**config.mk**
```make
export PLATFORM = sky130hd
export DESIGN_NAME = rrs_sequencer
export DESIGN_NICKNAME = d
export VERILOG_FILES = /design/src/rrs_pkg.sv /design/src/rrs_timer.sv /design/src/rrs_sequencer.sv
export SDC_FILE = /design/constraint.sdc
export NUM_CORES = 1
export LEC_CHECK = 0
export ABC_CLOCK_PERIOD_IN_PS = 2700
export BUFFER_PORTS_ARGS = -buffer_cell sky130_fd_sc_hd__buf_2
export CORE_ASPECT_RATIO = 0.8
export CORE_UTILIZATION = 51
export DETAILED_ROUTE_END_ITERATION = 8
export PLACE_DENSITY = 0.69
export SLEW_MARGIN = 20
export SYNTH_ARGS = -nofsm -noshare
export SYNTH_HDL_FRONTEND = slang
export SYNTH_SLANG_ARGS = --single-unit
```
**constraint.sdc**
```tcl
create_clock -name clk -period 2.7 [get_ports clk]
set_input_delay 0.135 -clock clk [delete_from_list [all_inputs] [get_ports clk]]
set_output_delay 0.135 -clock clk [all_outputs]
set_load 0.05 [all_outputs]
```
**src/rrs_pkg.sv**
```systemverilog
package rrs_pkg;

  // clock and timing
  localparam int CLK_MHZ            = 250;
  localparam int CLK_PERIOD_NS      = 4;
  localparam int CLOCK_MONITOR_STARTUP_DELAY_US = 100;
  localparam int CLOCK_MONITOR_STARTUP_DELAY_CYC =
    (CLOCK_MONITOR_STARTUP_DELAY_US * 1000) / CLK_PERIOD_NS;
  localparam int POWER_ON_TIMEOUT_CYC_DEF   = 2048;
  localparam int POWER_UP_TIMEOUT_CYC_DEF   = 16384;
  localparam int OSC_STARTUP_CYC_DEF        = 1024;
  localparam int CNT_W                      = 32;

  // register map (word addresses on the plain port)
  localparam int ADDR_W    = 4;
  localparam int DATA_W    = 32;
  localparam logic [ADDR_W-1:0] ADDR_CTRL   = 4'h0;
  localparam logic [ADDR_W-1:0] ADDR_STATUS = 4'h1;
  localparam logic [ADDR_W-1:0] ADDR_IRQ    = 4'h2;
  localparam logic [ADDR_W-1:0] ADDR_MASK   = 4'h3;
  localparam logic [ADDR_W-1:0] ADDR_RCTRL  = 4'h4;

  // control register fields
  localparam int CTRL_MON_EN_BIT   = 0;
  localparam int CTRL_PUT_EN_BIT   = 1;
  localparam int CTRL_BRN_EN_BIT   = 2;
  localparam int CTRL_SRC_LSB      = 4;
  localparam int CTRL_MODE_LSB     = 8;
  localparam logic [DATA_W-1:0] CTRL_RESET = 32'h0000_0007;

  // reset control register fields
  localparam int RCTRL_BRN_FLAG_BIT = 1;
  localparam int RCTRL_POR_FLAG_BIT = 0;

  // event bits in status / mask
  localparam int EV_W          = 3;
  localparam int EV_CLK_FAIL   = 0;
  localparam int EV_BROWN_OUT  = 1;
  localparam int EV_RST_DONE   = 2;

  // oscillator source select codes
  localparam logic [2:0] SRC_PRIMARY = 3'h3;
  localparam logic [2:0] SRC_FAST_RC = 3'h1;
  localparam logic [2:0] SRC_SLOW_RC = 3'h2;
  localparam logic [2:0] SRC_EXT_RC  = 3'h0;
  localparam logic [2:0] SRC_EXT_CLK = 3'h4;
  // primary mode field: bit 4 marks pll use, bit 3 marks a crystal
  localparam int MODE_PLL_BIT  = 4;
  localparam int MODE_XTAL_BIT = 3;

  // sequencer states
  typedef enum logic [5:0] {
    RRS_POR     = 6'h01,
    RRS_TIMERS  = 6'h02,
    RRS_MONDLY  = 6'h04,
    RRS_CLKWAIT = 6'h08,
    RRS_RUN     = 6'h10,
    RRS_BROWN   = 6'h20
  } rrs_state_e;

  // configuration carried as one bundle
  typedef struct packed {
    logic       mon_en;
    logic       put_en;
    logic       brn_en;
    logic [2:0] osc_source_select_cfg;
    logic [4:0] primary_osc_mode_cfg;
  } rrs_cfg_s;

  // oscillator status bundle
  typedef struct packed {
    logic osc_running;
    logic pll_lock;
  } rrs_osc_s;

endpackage

```
**src/rrs_timer.sv**
```systemverilog
// down counter that raises its expiry flag once it stops and holds it until the next start
module rrs_timer (
  // clock and reset
  input  wire logic                      clk,
  input  wire logic                      nrst,
  input  wire logic                      ce,
  // control
  input  wire logic                      start,
  input  wire logic [rrs_pkg::CNT_W-1:0] load,
  // status
  output logic                           done
);

  logic [rrs_pkg::CNT_W-1:0] count;
  logic                      busy;

  // reload on start, count down to one
  always_ff @(posedge clk or negedge nrst) begin
    if (!nrst) begin
      count <= 32'h0;
      busy  <= 1'b0;
      done  <= 1'b0;
    end else if (ce) begin
      if (start) begin
        count <= load;
        busy  <= 1'b1;
        done  <= 1'b0;
      end else if (busy) begin
        if (count <= 32'h1) begin
          busy <= 1'b0;
          done <= 1'b1;
        end else begin
          count <= count - 32'h1;
        end
      end
    end
  end

endmodule // rrs_timer

```
**src/rrs_sequencer.sv**
```systemverilog
// Notes on behaviour
// - reset timers run without waiting on oscillator, start-up timer or pll.
// - with monitor on, clock not ready after timers gives trap and fast rc.
// - monitor and power-up timer off: leave reset at once; rc/ext clocks ready.
// - monitor off and no clock: stay held in reset until clock appears.
// - brown-out pulses reset, then selects source from configuration fields.
// - oscillator mode after brown-out starts start-up timer, withholds clock.
// - with pll, clock withheld until lock bit in oscillator control reads one.
// - both timeouts elapse; crystal without power-up timer adds 100 us delay.
// - brown-out sets bit 1 of the reset control register.
// - brown-out detector keeps working in sleep and idle.
//
// Chosen here: the address-and-strobe port and the register offsets.
module rrs_sequencer #(
  parameter int POWER_ON_CYC  = rrs_pkg::POWER_ON_TIMEOUT_CYC_DEF,
  parameter int POWER_UP_CYC  = rrs_pkg::POWER_UP_TIMEOUT_CYC_DEF,
  parameter int OSC_START_CYC = rrs_pkg::OSC_STARTUP_CYC_DEF,
  parameter int MON_DLY_CYC   = rrs_pkg::CLOCK_MONITOR_STARTUP_DELAY_CYC
) (
  // clock and reset
  input  wire logic                       clk,
  input  wire logic                       nrst,
  input  wire logic                       ce,
  // supply and oscillator status
  input  wire logic                       brown_out_trip,
  input  wire logic                       sleep_idle,
  input  wire rrs_pkg::rrs_osc_s          osc_stat,
  // register port
  input  wire logic [rrs_pkg::ADDR_W-1:0] reg_addr,
  input  wire logic [rrs_pkg::DATA_W-1:0] reg_wdata,
  input  wire logic                       reg_wr,
  input  wire logic                       reg_rd,
  output logic [rrs_pkg::DATA_W-1:0]      reg_rdata,
  // outputs
  output logic                            internal_reset,
  output logic                            sys_clk_en,
  output logic                            use_fast_internal_rc_osc,
  output logic                            clk_fail_trap,
  output logic                            irq
);

  rrs_pkg::rrs_state_e       state;
  rrs_pkg::rrs_state_e       next_state;
  rrs_pkg::rrs_cfg_s         cfg;
  logic [rrs_pkg::DATA_W-1:0] ctrl;
  logic [rrs_pkg::EV_W-1:0]  irq_stat;
  logic [rrs_pkg::EV_W-1:0]  irq_mask;
  logic [rrs_pkg::EV_W-1:0]  ev;
  logic                      brn_flag;
  logic                      por_flag;
  logic                      brn_seen;
  logic                      por_start;
  logic                      put_start;
  logic                      mon_start;
  logic                      sut_start;
  logic                      por_done;
  logic                      put_done;
  logic                      mon_done;
  logic                      sut_done;
  logic                      timers_done;
  logic                      clk_ready;
  logic                      brn_event;

  // decode helpers used by several processes
  function automatic logic is_osc_mode(input rrs_pkg::rrs_cfg_s c);
    return c.osc_source_select_cfg == rrs_pkg::SRC_PRIMARY;
  endfunction

  function automatic logic is_xtal(input rrs_pkg::rrs_cfg_s c);
    return is_osc_mode(c) && c.primary_osc_mode_cfg[rrs_pkg::MODE_XTAL_BIT];
  endfunction

  function automatic logic uses_pll(input rrs_pkg::rrs_cfg_s c);
    return is_osc_mode(c) && c.primary_osc_mode_cfg[rrs_pkg::MODE_PLL_BIT];
  endfunction

  ////////////////////////////////////////////////////////////////////////////
  // configuration from control register
  always_comb begin
    cfg.mon_en   = ctrl[rrs_pkg::CTRL_MON_EN_BIT];
    cfg.put_en   = ctrl[rrs_pkg::CTRL_PUT_EN_BIT];
    cfg.brn_en   = ctrl[rrs_pkg::CTRL_BRN_EN_BIT];
    cfg.osc_source_select_cfg = ctrl[rrs_pkg::CTRL_SRC_LSB +: 3];
    cfg.primary_osc_mode_cfg  = ctrl[rrs_pkg::CTRL_MODE_LSB +: 5];
  end

  // detector active regardless of sleep or idle
  assign brn_event = cfg.brn_en && brown_out_trip;

  ////////////////////////////////////////////////////////////////////////////
  // timers
  rrs_timer u_por (
    .clk(clk), .nrst(nrst), .ce(ce), .start(por_start),
    .load(32'(POWER_ON_CYC)), .done(por_done)
  );
  rrs_timer u_put (
    .clk(clk), .nrst(nrst), .ce(ce), .start(put_start),
    .load(32'(POWER_UP_CYC)), .done(put_done)
  );
  rrs_timer u_mon (
    .clk(clk), .nrst(nrst), .ce(ce), .start(mon_start),
    .load(32'(MON_DLY_CYC)), .done(mon_done)
  );
  rrs_timer u_sut (
    .clk(clk), .nrst(nrst), .ce(ce), .start(sut_start),
    .load(32'(OSC_START_CYC)), .done(sut_done)
  );

  // reset timers start together, oscillator timer only in oscillator mode
  always_comb begin
    por_start  = (state == rrs_pkg::RRS_POR);
    put_start  = por_start && cfg.put_en;
    sut_start  = por_start && is_osc_mode(cfg);
    mon_start  = (state == rrs_pkg::RRS_TIMERS) && por_done && !cfg.put_en
                 && is_xtal(cfg) && timers_done;
  end

  // both timeouts must be elapsed; timers ignore oscillator status
  assign timers_done = por_done && (put_done || !cfg.put_en);

  // clock readiness: running, start-up timer out, pll locked
  always_comb begin
    if (is_osc_mode(cfg)) begin
      clk_ready = osc_stat.osc_running && sut_done
                  && (osc_stat.pll_lock || !uses_pll(cfg));
    end else begin
      clk_ready = osc_stat.osc_running;
    end
  end

  ////////////////////////////////////////////////////////////////////////////
  // sequencer next state
  always_comb begin
    next_state = state;
    case (state)
      rrs_pkg::RRS_POR: begin
        if (!cfg.mon_en && !cfg.put_en && !is_osc_mode(cfg)) begin
          next_state = rrs_pkg::RRS_CLKWAIT;
        end else begin
          next_state = rrs_pkg::RRS_TIMERS;
        end
      end
      rrs_pkg::RRS_TIMERS: begin
        if (timers_done) begin
          if (!cfg.put_en && is_xtal(cfg)) begin
            next_state = rrs_pkg::RRS_MONDLY;
          end else begin
            next_state = rrs_pkg::RRS_CLKWAIT;
          end
        end
      end
      rrs_pkg::RRS_MONDLY: begin
        if (mon_done) begin
          next_state = rrs_pkg::RRS_CLKWAIT;
        end
      end
      rrs_pkg::RRS_CLKWAIT: begin
        if (clk_ready || cfg.mon_en) begin
          next_state = rrs_pkg::RRS_RUN;
        end
      end
      rrs_pkg::RRS_RUN: begin
        next_state = rrs_pkg::RRS_RUN;
      end
      rrs_pkg::RRS_BROWN: begin
        if (!brn_event) begin
          next_state = rrs_pkg::RRS_POR;
        end
      end
      default: next_state = rrs_pkg::RRS_POR;
    endcase
    if (brn_event) begin
      next_state = rrs_pkg::RRS_BROWN;
    end
  end

  // state register
  always_ff @(posedge clk or negedge nrst) begin
    if (!nrst) begin
      state <= rrs_pkg::RRS_POR;
    end else if (ce) begin
      state <= next_state;
    end
  end

  ////////////////////////////////////////////////////////////////////////////
  // outputs: reset held until run state
  always_ff @(posedge clk or negedge nrst) begin
    if (!nrst) begin
      internal_reset <= 1'b1;
      sys_clk_en     <= 1'b0;
    end else if (ce) begin
      internal_reset <= (next_state != rrs_pkg::RRS_RUN);
      sys_clk_en     <= (next_state == rrs_pkg::RRS_RUN)
                        && (clk_ready || use_fast_internal_rc_osc
                            || (state == rrs_pkg::RRS_CLKWAIT && !clk_ready
                                && cfg.mon_en));
    end
  end

  // clock-failure trap and fast rc fallback
  always_ff @(posedge clk or negedge nrst) begin
    if (!nrst) begin
      use_fast_internal_rc_osc <= 1'b0;
      clk_fail_trap            <= 1'b0;
    end else if (ce) begin
      clk_fail_trap <= 1'b0;
      if (state == rrs_pkg::RRS_BROWN) begin
        use_fast_internal_rc_osc <= 1'b0;
      end else if (state == rrs_pkg::RRS_CLKWAIT && cfg.mon_en && !clk_ready
                   && !brn_event) begin
        use_fast_internal_rc_osc <= 1'b1;
        clk_fail_trap            <= 1'b1;
      end
    end
  end

  ////////////////////////////////////////////////////////////////////////////
  // reset status flags: brown-out flag set wins over clear
  assign brn_seen = (state != rrs_pkg::RRS_BROWN) && brn_event;
  always_ff @(posedge clk or negedge nrst) begin
    if (!nrst) begin
      brn_flag <= 1'b0;
      por_flag <= 1'b1;
    end else if (ce) begin
      if (brn_seen) begin
        brn_flag <= 1'b1;
      end else if (reg_wr && reg_addr == rrs_pkg::ADDR_RCTRL) begin
        brn_flag <= reg_wdata[rrs_pkg::RCTRL_BRN_FLAG_BIT];
      end
      if (reg_wr && reg_addr == rrs_pkg::ADDR_RCTRL) begin
        por_flag <= reg_wdata[rrs_pkg::RCTRL_POR_FLAG_BIT];
      end
    end
  end

  // control register; not cleared by brown-out
  always_ff @(posedge clk or negedge nrst) begin
    if (!nrst) begin
      ctrl <= rrs_pkg::CTRL_RESET;
    end else if (ce && reg_wr && reg_addr == rrs_pkg::ADDR_CTRL) begin
      ctrl <= reg_wdata;
    end
  end

  // sticky events, write one to clear, set wins
  always_comb begin
    ev = '0;
    ev[rrs_pkg::EV_CLK_FAIL]  = clk_fail_trap;
    ev[rrs_pkg::EV_BROWN_OUT] = brn_seen;
    ev[rrs_pkg::EV_RST_DONE]  = internal_reset
                                && next_state == rrs_pkg::RRS_RUN;
  end

  always_ff @(posedge clk or negedge nrst) begin
    if (!nrst) begin
      irq_stat <= 3'h0;
      irq_mask <= 3'h0;
    end else if (ce) begin
      if (reg_wr && reg_addr == rrs_pkg::ADDR_IRQ) begin
        irq_stat <= (irq_stat & ~reg_wdata[rrs_pkg::EV_W-1:0]) | ev;
      end else begin
        irq_stat <= irq_stat | ev;
      end
      if (reg_wr && reg_addr == rrs_pkg::ADDR_MASK) begin
        irq_mask <= reg_wdata[rrs_pkg::EV_W-1:0];
      end
    end
  end

  assign irq = |(irq_stat & irq_mask);

  // read data one cycle after the strobe
  always_ff @(posedge clk or negedge nrst) begin
    if (!nrst) begin
      reg_rdata <= 32'h0;
    end else if (ce) begin
      reg_rdata <= 32'h0;
      if (reg_rd) begin
        case (reg_addr)
          rrs_pkg::ADDR_CTRL:   reg_rdata <= ctrl;
          rrs_pkg::ADDR_STATUS: reg_rdata <= {20'h0, sys_clk_en, internal_reset,
                                              osc_stat.pll_lock, osc_stat.osc_running,
                                              2'h0, state};
          rrs_pkg::ADDR_IRQ:    reg_rdata <= {29'h0, irq_stat};
          rrs_pkg::ADDR_MASK:   reg_rdata <= {29'h0, irq_mask};
          rrs_pkg::ADDR_RCTRL:  reg_rdata <= {30'h0, brn_flag, por_flag};
          default:              reg_rdata <= 32'h0;
        endcase
      end
    end
  end

  ////////////////////////////////////////////////////////////////////////////
  // assertions
  AST_RST_UNTIL_RUN: assert property (@(posedge clk) disable iff (!nrst)
    ce && state != rrs_pkg::RRS_RUN && next_state != rrs_pkg::RRS_RUN
    |=> internal_reset) else $error("reset released early");
  AST_BRN_FLAG: assert property (@(posedge clk) disable iff (!nrst)
    ce && brn_seen |=> brn_flag) else $error("brown-out flag not set");
  AST_BRN_RESET: assert property (@(posedge clk) disable iff (!nrst)
    ce && brn_event |=> internal_reset && state == rrs_pkg::RRS_BROWN)
    else $error("brown-out did not reset");
  AST_BRN_SLEEP: assert property (@(posedge clk) disable iff (!nrst)
    ce && sleep_idle && brn_event |=> state == rrs_pkg::RRS_BROWN)
    else $error("brown-out ignored in sleep");
  AST_TRAP_FRC: assert property (@(posedge clk) disable iff (!nrst)
    clk_fail_trap |-> use_fast_internal_rc_osc) else $error("trap without fallback");
  AST_NO_MON_HOLD: assert property (@(posedge clk) disable iff (!nrst)
    ce && state == rrs_pkg::RRS_CLKWAIT && !cfg.mon_en && !clk_ready && !brn_event
    |=> state == rrs_pkg::RRS_CLKWAIT) else $error("left reset without clock");
  AST_TIMERS_FIRST: assert property (@(posedge clk) disable iff (!nrst)
    ce && state == rrs_pkg::RRS_TIMERS && !timers_done && !brn_event
    |=> state == rrs_pkg::RRS_TIMERS) else $error("timeouts skipped");
  AST_QUICK_EXIT: assert property (@(posedge clk) disable iff (!nrst)
    ce && state == rrs_pkg::RRS_POR && !brn_event && !cfg.mon_en && !cfg.put_en
    && !is_osc_mode(cfg) |=> state == rrs_pkg::RRS_CLKWAIT)
    else $error("slow exit without timers");
  AST_PLL_HOLD: assert property (@(posedge clk) disable iff (!nrst)
    ce && state == rrs_pkg::RRS_CLKWAIT && !cfg.mon_en && uses_pll(cfg)
    && !osc_stat.pll_lock && !brn_event |=> !sys_clk_en)
    else $error("clock given before lock");
  AST_SUT_START: assert property (@(posedge clk) disable iff (!nrst)
    ce && state == rrs_pkg::RRS_POR && is_osc_mode(cfg) |=> !sut_done)
    else $error("start-up timer not restarted");

  COV_RUN:  cover property (@(posedge clk) disable iff (!nrst) $fell(internal_reset));
  COV_TRAP: cover property (@(posedge clk) disable iff (!nrst) clk_fail_trap);
  COV_BRN:  cover property (@(posedge clk) disable iff (!nrst) brn_seen);
  COV_MON:  cover property (@(posedge clk) disable iff (!nrst) state == rrs_pkg::RRS_MONDLY);

endmodule // rrs_sequencer

```
**Word-level counts from Yosys, hierarchy flattened**

Cells that the tools add are included.

- Register bits: 218
- Bits of input ports: 45
- Output and inout bits: 37
- Word-level logic and storage cells: 170

- Add/subtract/negate cells: 4
- $lt $le $gt $ge: 4
- Equal/unequal tests: 18
- Multiplexer cells: 53
- Bitwise gates (word level): 5
- Reductions and logical operators: 63

Operators with widths:

| kind | count |
|---|---|
| 2-to-1 mux 32 bit | 13 |
| one-hot mux 32 bit (5 select lines) | 1 |
| less-or-equal comparator 32 x 1 -> 1 bit, second input constant | 4 |
| subtractor 32 x 1 -> 32 bit, second input constant | 4 |
| 2-to-1 mux 1 bit | 31 |
| one-hot mux 6 bit (5 select lines) | 1 |
| logical AND 1 bit | 28 |
| 2-to-1 mux 6 bit | 4 |
| AND reduction 3 bit | 8 |
| nonzero test 2 bit | 10 |
| == test 6 x 5 -> 1 bit, second input constant | 2 |
| == test 4 x 2 -> 1 bit, second input constant | 2 |
| 2-to-1 mux 4 bit | 2 |
| != test 2 bit, second input constant | 4 |
| AND reduction 2 bit | 4 |
| AND 3 bit | 2 |
| == test 6 x 1 -> 1 bit, second input constant | 1 |
| == test 6 x 2 -> 1 bit, second input constant | 1 |
| == test 6 x 3 -> 1 bit, second input constant | 1 |
| == test 6 x 4 -> 1 bit, second input constant | 1 |
| == test 6 bit, second input constant | 1 |
| zero test 1 bit | 6 |
| != test 6 x 5 -> 1 bit, second input constant | 1 |
| != test 6 bit, second input constant | 1 |
| 9 further kinds | 14 |

**Longest topological paths before layout**

- Depth in word-level cells: 14
- Gate-level depth with buffers: 10
- Gate-level depth less buffers: 8

**Hierarchy**

A second synthesis with hierarchy kept.

- Cell total of the unflattened synthesis: 1454
- Area total of the unflattened synthesis: 12823.5 sq um

Modules (own cells, without submodules):

| module | times used | cells an instance | area an instance (sq um) | sequential area each (sq um) |
|---|---|---|---|---|
| rrs_timer (u_mon ...) | 2 | 283 | 2304.7 | 850.8 |
| rrs_sequencer | 1 | 332 | 3718.6 | 2059.5 |
| rrs_timer (u_sut) | 1 | 276 | 2309.7 | 850.8 |
| rrs_timer (u_put) | 1 | 280 | 2185.8 | 850.8 |

**Least setup slack after synthesis**

Ideal clock, no wire load.

- Path kind: reg2reg
- Start: register state[0]
- End: register u_sut.count[27] (netlist name)
- Setup time: 0.083 ns
- Arrival time: 2.345 ns
- Required time: 2.617 ns
- Path slack: 0.272 ns
- Stages on the path, launching flop included: 8
- Buffers on the path: 1
- Period minus slack after synthesis: 2.428 ns
- Path through: dfstp_2 > buf_6 > or3b_2 > nor3_4 > o2111ai_2 > or4_4 > or4_1 > o21ai_0

- Longest elaborated chain between the ends: 4
- Elaborated cells on any way between the ends: 6
- Those cells by class: eq/ne (2); mux (1); reduce/logical (3)

RTL lines:

| what | RTL line | RTL |
|---|---|---|
| from (decl) | rrs_sequencer.sv:42 | `rrs_pkg::rrs_state_e state;` |
| from (signal assigned) | rrs_sequencer.sv:180 | `state <= rrs_pkg::RRS_POR;` |
| from (signal assigned) | rrs_sequencer.sv:182 | `state <= next_state;` |
| == test 6 x 1 -> 1 bit (*) | rrs_sequencer.sv:111 | `por_start = (state == rrs_pkg::RRS_POR);` |
| logical AND 1 bit (*) | rrs_sequencer.sv:113 | `sut_start = por_start && is_osc_mode(cfg);` |
| != test 2 bit (no source line) / nonzero test 2 bit (equally long branches) | -- |  |
| AND reduction 3 bit (no source line) | -- |  |
| to (signal assigned) | rrs_timer.sv:25 | `count <= load;` |
| to (signal assigned) | rrs_timer.sv:33 | `count <= count - 32'h1;` |
| to (decl) | rrs_timer.sv:14 | `logic [rrs_pkg::CNT_W-1:0] count;` |

Every way passes the cells marked *; elsewhere a longest branch is shown, timed or not.
A chain may end at the register's enable or synchronous reset.

**Worst setup path after layout**

- Start: register u_sut.count[0] (netlist name)
- End: register u_sut.count[27] (netlist name)

- Longest elaborated chain between the ends: 4
- Elaborated cells on any way between the ends: 7
- Those cells by class: add/sub (1); order compare (1); eq/ne (1); mux (3); reduce/logical (1)

RTL lines:

| what | RTL line | RTL |
|---|---|---|
| subtractor 32 x 1 -> 32 bit | rrs_timer.sv:33 |  |
| 2-to-1 mux 32 bit | rrs_timer.sv:29 | `if (count <= 32'h1) begin` |
| 2-to-1 mux 32 bit | rrs_timer.sv:28 | `end else if (busy) begin` |
| 2-to-1 mux 32 bit | rrs_timer.sv:24 | `if (start) begin` |

Several ways; a longest one is shown, not always the timed one. The select of a mux whose other input is x is not followed.

==> results.txt <==
Status -> complete, no violations
Area leader, netlist -> dfrtp_1
Top_reg_cell synth -> dfrtp_1
Fill count -> 1690
Number of vias per cell -> 5.77
Pwr dens -> 894 nW/um^2
R2r endpoint -> u_sut.count[27]
Starting Density -> 52.0%
Hold WC Path Type -> in -> reg
Worst Hold Launch -> reg_wr
Slew HR -> 41.8%
Final setup vio count -> 0
Remaining antenna violation count after routing -> 0
Ant. Diodes -> 0
Tcrit/Tclk final -> 95.5%
Top-area cell type share of the netlist area -> 49.3%
Buffers added on ports -> 80
Post-Syn Instances -> 1070
Post-CTS Resized -> 0
FFs w/ async S/R, synth -> 100%
Hold path endpoint -> irq_stat[1]
Startpoint Class -> flip-flop
Critical Path RT -> 3.13 ns
Total track usage -> 23.4%
RSZ-0062 raised after global routing -> false
Min Clock Period, post-route -> 2.58 ns
CP Data Arrival Time -> 3.01 ns
Final non-filler cell total -> 1501
Num CTS Buffers -> 24
Leak pwr -> 0.00605 uW
Initial antenna violation count -> 0
Placed Cells incl. Taps -> 1420
Clk pin slew, worst setup/hold paths -> 0.06 ns
R2r startpoint -> u_sut.count[0]
Post-Syn Area per Cell -> 10.1 um^2
Synth Area in XOR/XNOR -> 8.05%
Routed len/inst -> 16.4 um
Pre-CTS setup slack -> 0.181 ns
Worst setup margin -> 0.120 ns
Finished Cell Area -> 13000 um^2
Final Hold Viols -> 0
Crit path max-delay family -> simple AND/OR/NAND/NOR gates
Post-synth EDFFs -> 0
Die W -> 164 um
Hold Path Stages -> 6
Site row count -> 47
Via count -> 8662
Pins Over Slew Limit -> 0
Top cells by count, synth -> dfrtp_1 (212), nor2_1 (162), nand2_1 (76)
Root buf cell -> clkbuf_16
Post-synth cell types -> 75
CP bufs+invs -> 1
Worst path cell trace -> inv_1 -> ha_1 -> o21bai_1 -> and4b_1 -> and4_2 -> or4_4 -> or4_1 -> o21ai_0
Largest net degree at the start of global routing -> 71
Vias in the first global route -> 8440
Compound-Gate Fraction of Synth Area -> 10.3%
Synth Area in Simple Gates -> 23.4%
Max Clock Freq -> 388 MHz
Largest family of logic cells by synthesized area -> simple AND/OR/NAND/NOR gates
Clock Path Buffers -> 3
Worst VDD drop -> 0.495 mV
Worst-case reg-to-reg path depth -> 8
First-pass GRT wire length -> 41900 um
CTS sink count -> 218
DRC -> 0
CP max stage delay -> 0.51 ns
Die height -> 132 um
Synth Area in Adders -> 0.930%
Die area -> 21700 um^2
Core area -> 20700 um^2
Routability Congestion -> 0.834
TNS Setup -> 0 ns
R2R Setup Slk -> 0.12 ns
Setup repair bufs after CTS -> 0
CTS H-tree lvls -> 1
WS Path Type -> reg -> reg
Worst skew pair latency -> 0.52 ns
CTS tree -> built
Multiplexer area fraction after synthesis -> 4.14%
Fin nets -> 1267
CTS hold repair buffers -> 37
Drt first pass iters -> 5
Post-DP HPWL -> 16100 um
Cell Area, Placed -> 11700 um^2
CP max FO -> 11
Count leader, synth -> dfrtp_1
Setup Skew -> 0.0141 ns
Sequential share of the synthesized area -> 50.7%
Worst Max-Slew Pin Slew -> 0.870 ns
CP max-delay cell -> or4_4
Cells taking the most area after synthesis -> dfrtp_1 (49%), nor2_1 (5.6%), xor2_1 (5.0%), mux2_2 (3.8%), xnor2_1 (3.0%)
Final WL -> 24500 um
# IOs -> 82
GRT overflow -> 0
Area of the mapped netlist -> 10800 um^2
Max cap viols -> 0
Area grow syn2layout -> 20.4%
Synthesized flop and latch total -> 218
CP Capture Type -> flip-flop
Share of cells above drive strength 1 -> 19.2%
Syn Nets -> 1123
Iteration-0 DRC count of the detailed router -> 558
Count of warnings emitted by yosys -> 0
==> power breakdown <==
| group | internal, uW | total, uW | switching [uW] | leakage [uW] |
|---|---|---|---|---|
| combinational | 1490 | 3670 | 2180 | 0.00273 |
| sequential | 3860 | 4440 | 579 | 0.00291 |
| clock | 2170 | 3490 | 1330 | 0.000408 |
| total | 7510 | 11600 | 4090 | 0.00605 |
==> worst max-delay path by stage <==
| stage | depth (start not counted) | endpoint | startpoint |
|---|---|---|---|
| after global placement | 8 | u_sut.count[27] | u_sut.count[0] |
| after CTS | 8 | u_sut.count[27] | u_sut.count[0] |
| after global routing | 8 | u_sut.count[27] | u_sut.count[0] |
| after floorplan | 7 | u_sut.count[27] | state[0] |
| after detailed placement | 8 | u_sut.count[27] | u_sut.count[0] |
| final | 8 | u_sut.count[27] | u_sut.count[0] |
==> sequential cells by signal, indices dropped and copies added (netlist names), 3 cells and up <==
signal and cells:
ctrl 32, irq_mask 3, irq_stat 3, reg_rdata 32
state 6, u_mon.count 32, u_por.count 32, u_put.count 32
u_sut.count 32
==> per-stage QoR <==
step / power [uW] / util (%) / hold WS (ns)
floorplan: 6950 / - / -0.161
global placement: 7940 / 56.7 / 0.118
detailed placement: 8050 / 56.7 / 0.121
finish: 11600 / 62.6 / 0.0760
global route: 12300 / 62.6 / 0.112
CTS: 11600 / 62.6 / 0.0503
==> cells by family (layout without fill, tap and decap cells) <==
| logic type | Yosys count | count (layout) |
|---|---|---|
| XOR/XNOR | 99 | 99 |
| AO/OA/AOI/OAI | 155 | 155 |
| AND/OR/NAND/NOR | 488 | 488 |
| adder cells (fa/ha/maj) | 8 | 8 |
| buffers and inverters | 62 | 224 |
| flip-flops | 218 | 218 |
| multiplexers | 40 | 40 |
==> worst min-delay path, delay by kind of cell <==
kind / cells / cell delay [ns]
buf+inv: 1 / 0.12
simple gates: 5 / 0.30
==> cell usage in the layout (no fill, tap or decap), types with 8 or more instances in the layout <==
master | netlist | routed
nand2_1 | 76 | 76
nor3_1 | 49 | 49
ha_1 | 8 | 8
o211ai_1 | 9 | 9
or3_1 | 16 | 16
mux2_2 | 36 | 36
dfrtp_1 | 212 | 212
buf_2 | 5 | 79
a21oi_1 | 23 | 23
clkbuf_16 | 0 | 24
nand4_1 | 22 | 22
and3_1 | 8 | 8
o2bb2ai_1 | 12 | 12
o21ai_0 | 33 | 33
nand2b_1 | 8 | 8
nor4_1 | 31 | 30
buf_4 | 2 | 41
inv_1 | 17 | 16
dlygate4sd3_1 | 0 | 37
nand3_1 | 41 | 41
or4_1 | 18 | 18
xor2_1 | 62 | 62
nor2_1 | 162 | 159
xnor2_1 | 37 | 37
a22o_1 | 26 | 26
==> area by class of cell <==
cell class	instances	area [um^2]	share of cell area [%]
Multi-Input combinational cell	790	5060	39.0
Clock buffer	36	696	5.37
Inverter	17	63.8	0.492
Tap cell	269	337	2.60
Sequential cell	218	5460	42.1
Clock inverter	8	156	1.21
Timing Repair Buffer	163	1190	9.17
==> routing by layer <==
layer,vias up,part of all wire (%),global-route usage [%]
li1,4155,-,-
met1,4253,48,35.7
met2,210,45,34.9
met3,44,5.1,4.09
met4,0,2.0,5.30
met5,-,0,0
No activity file was read; power rests on OpenSTA's default activity.
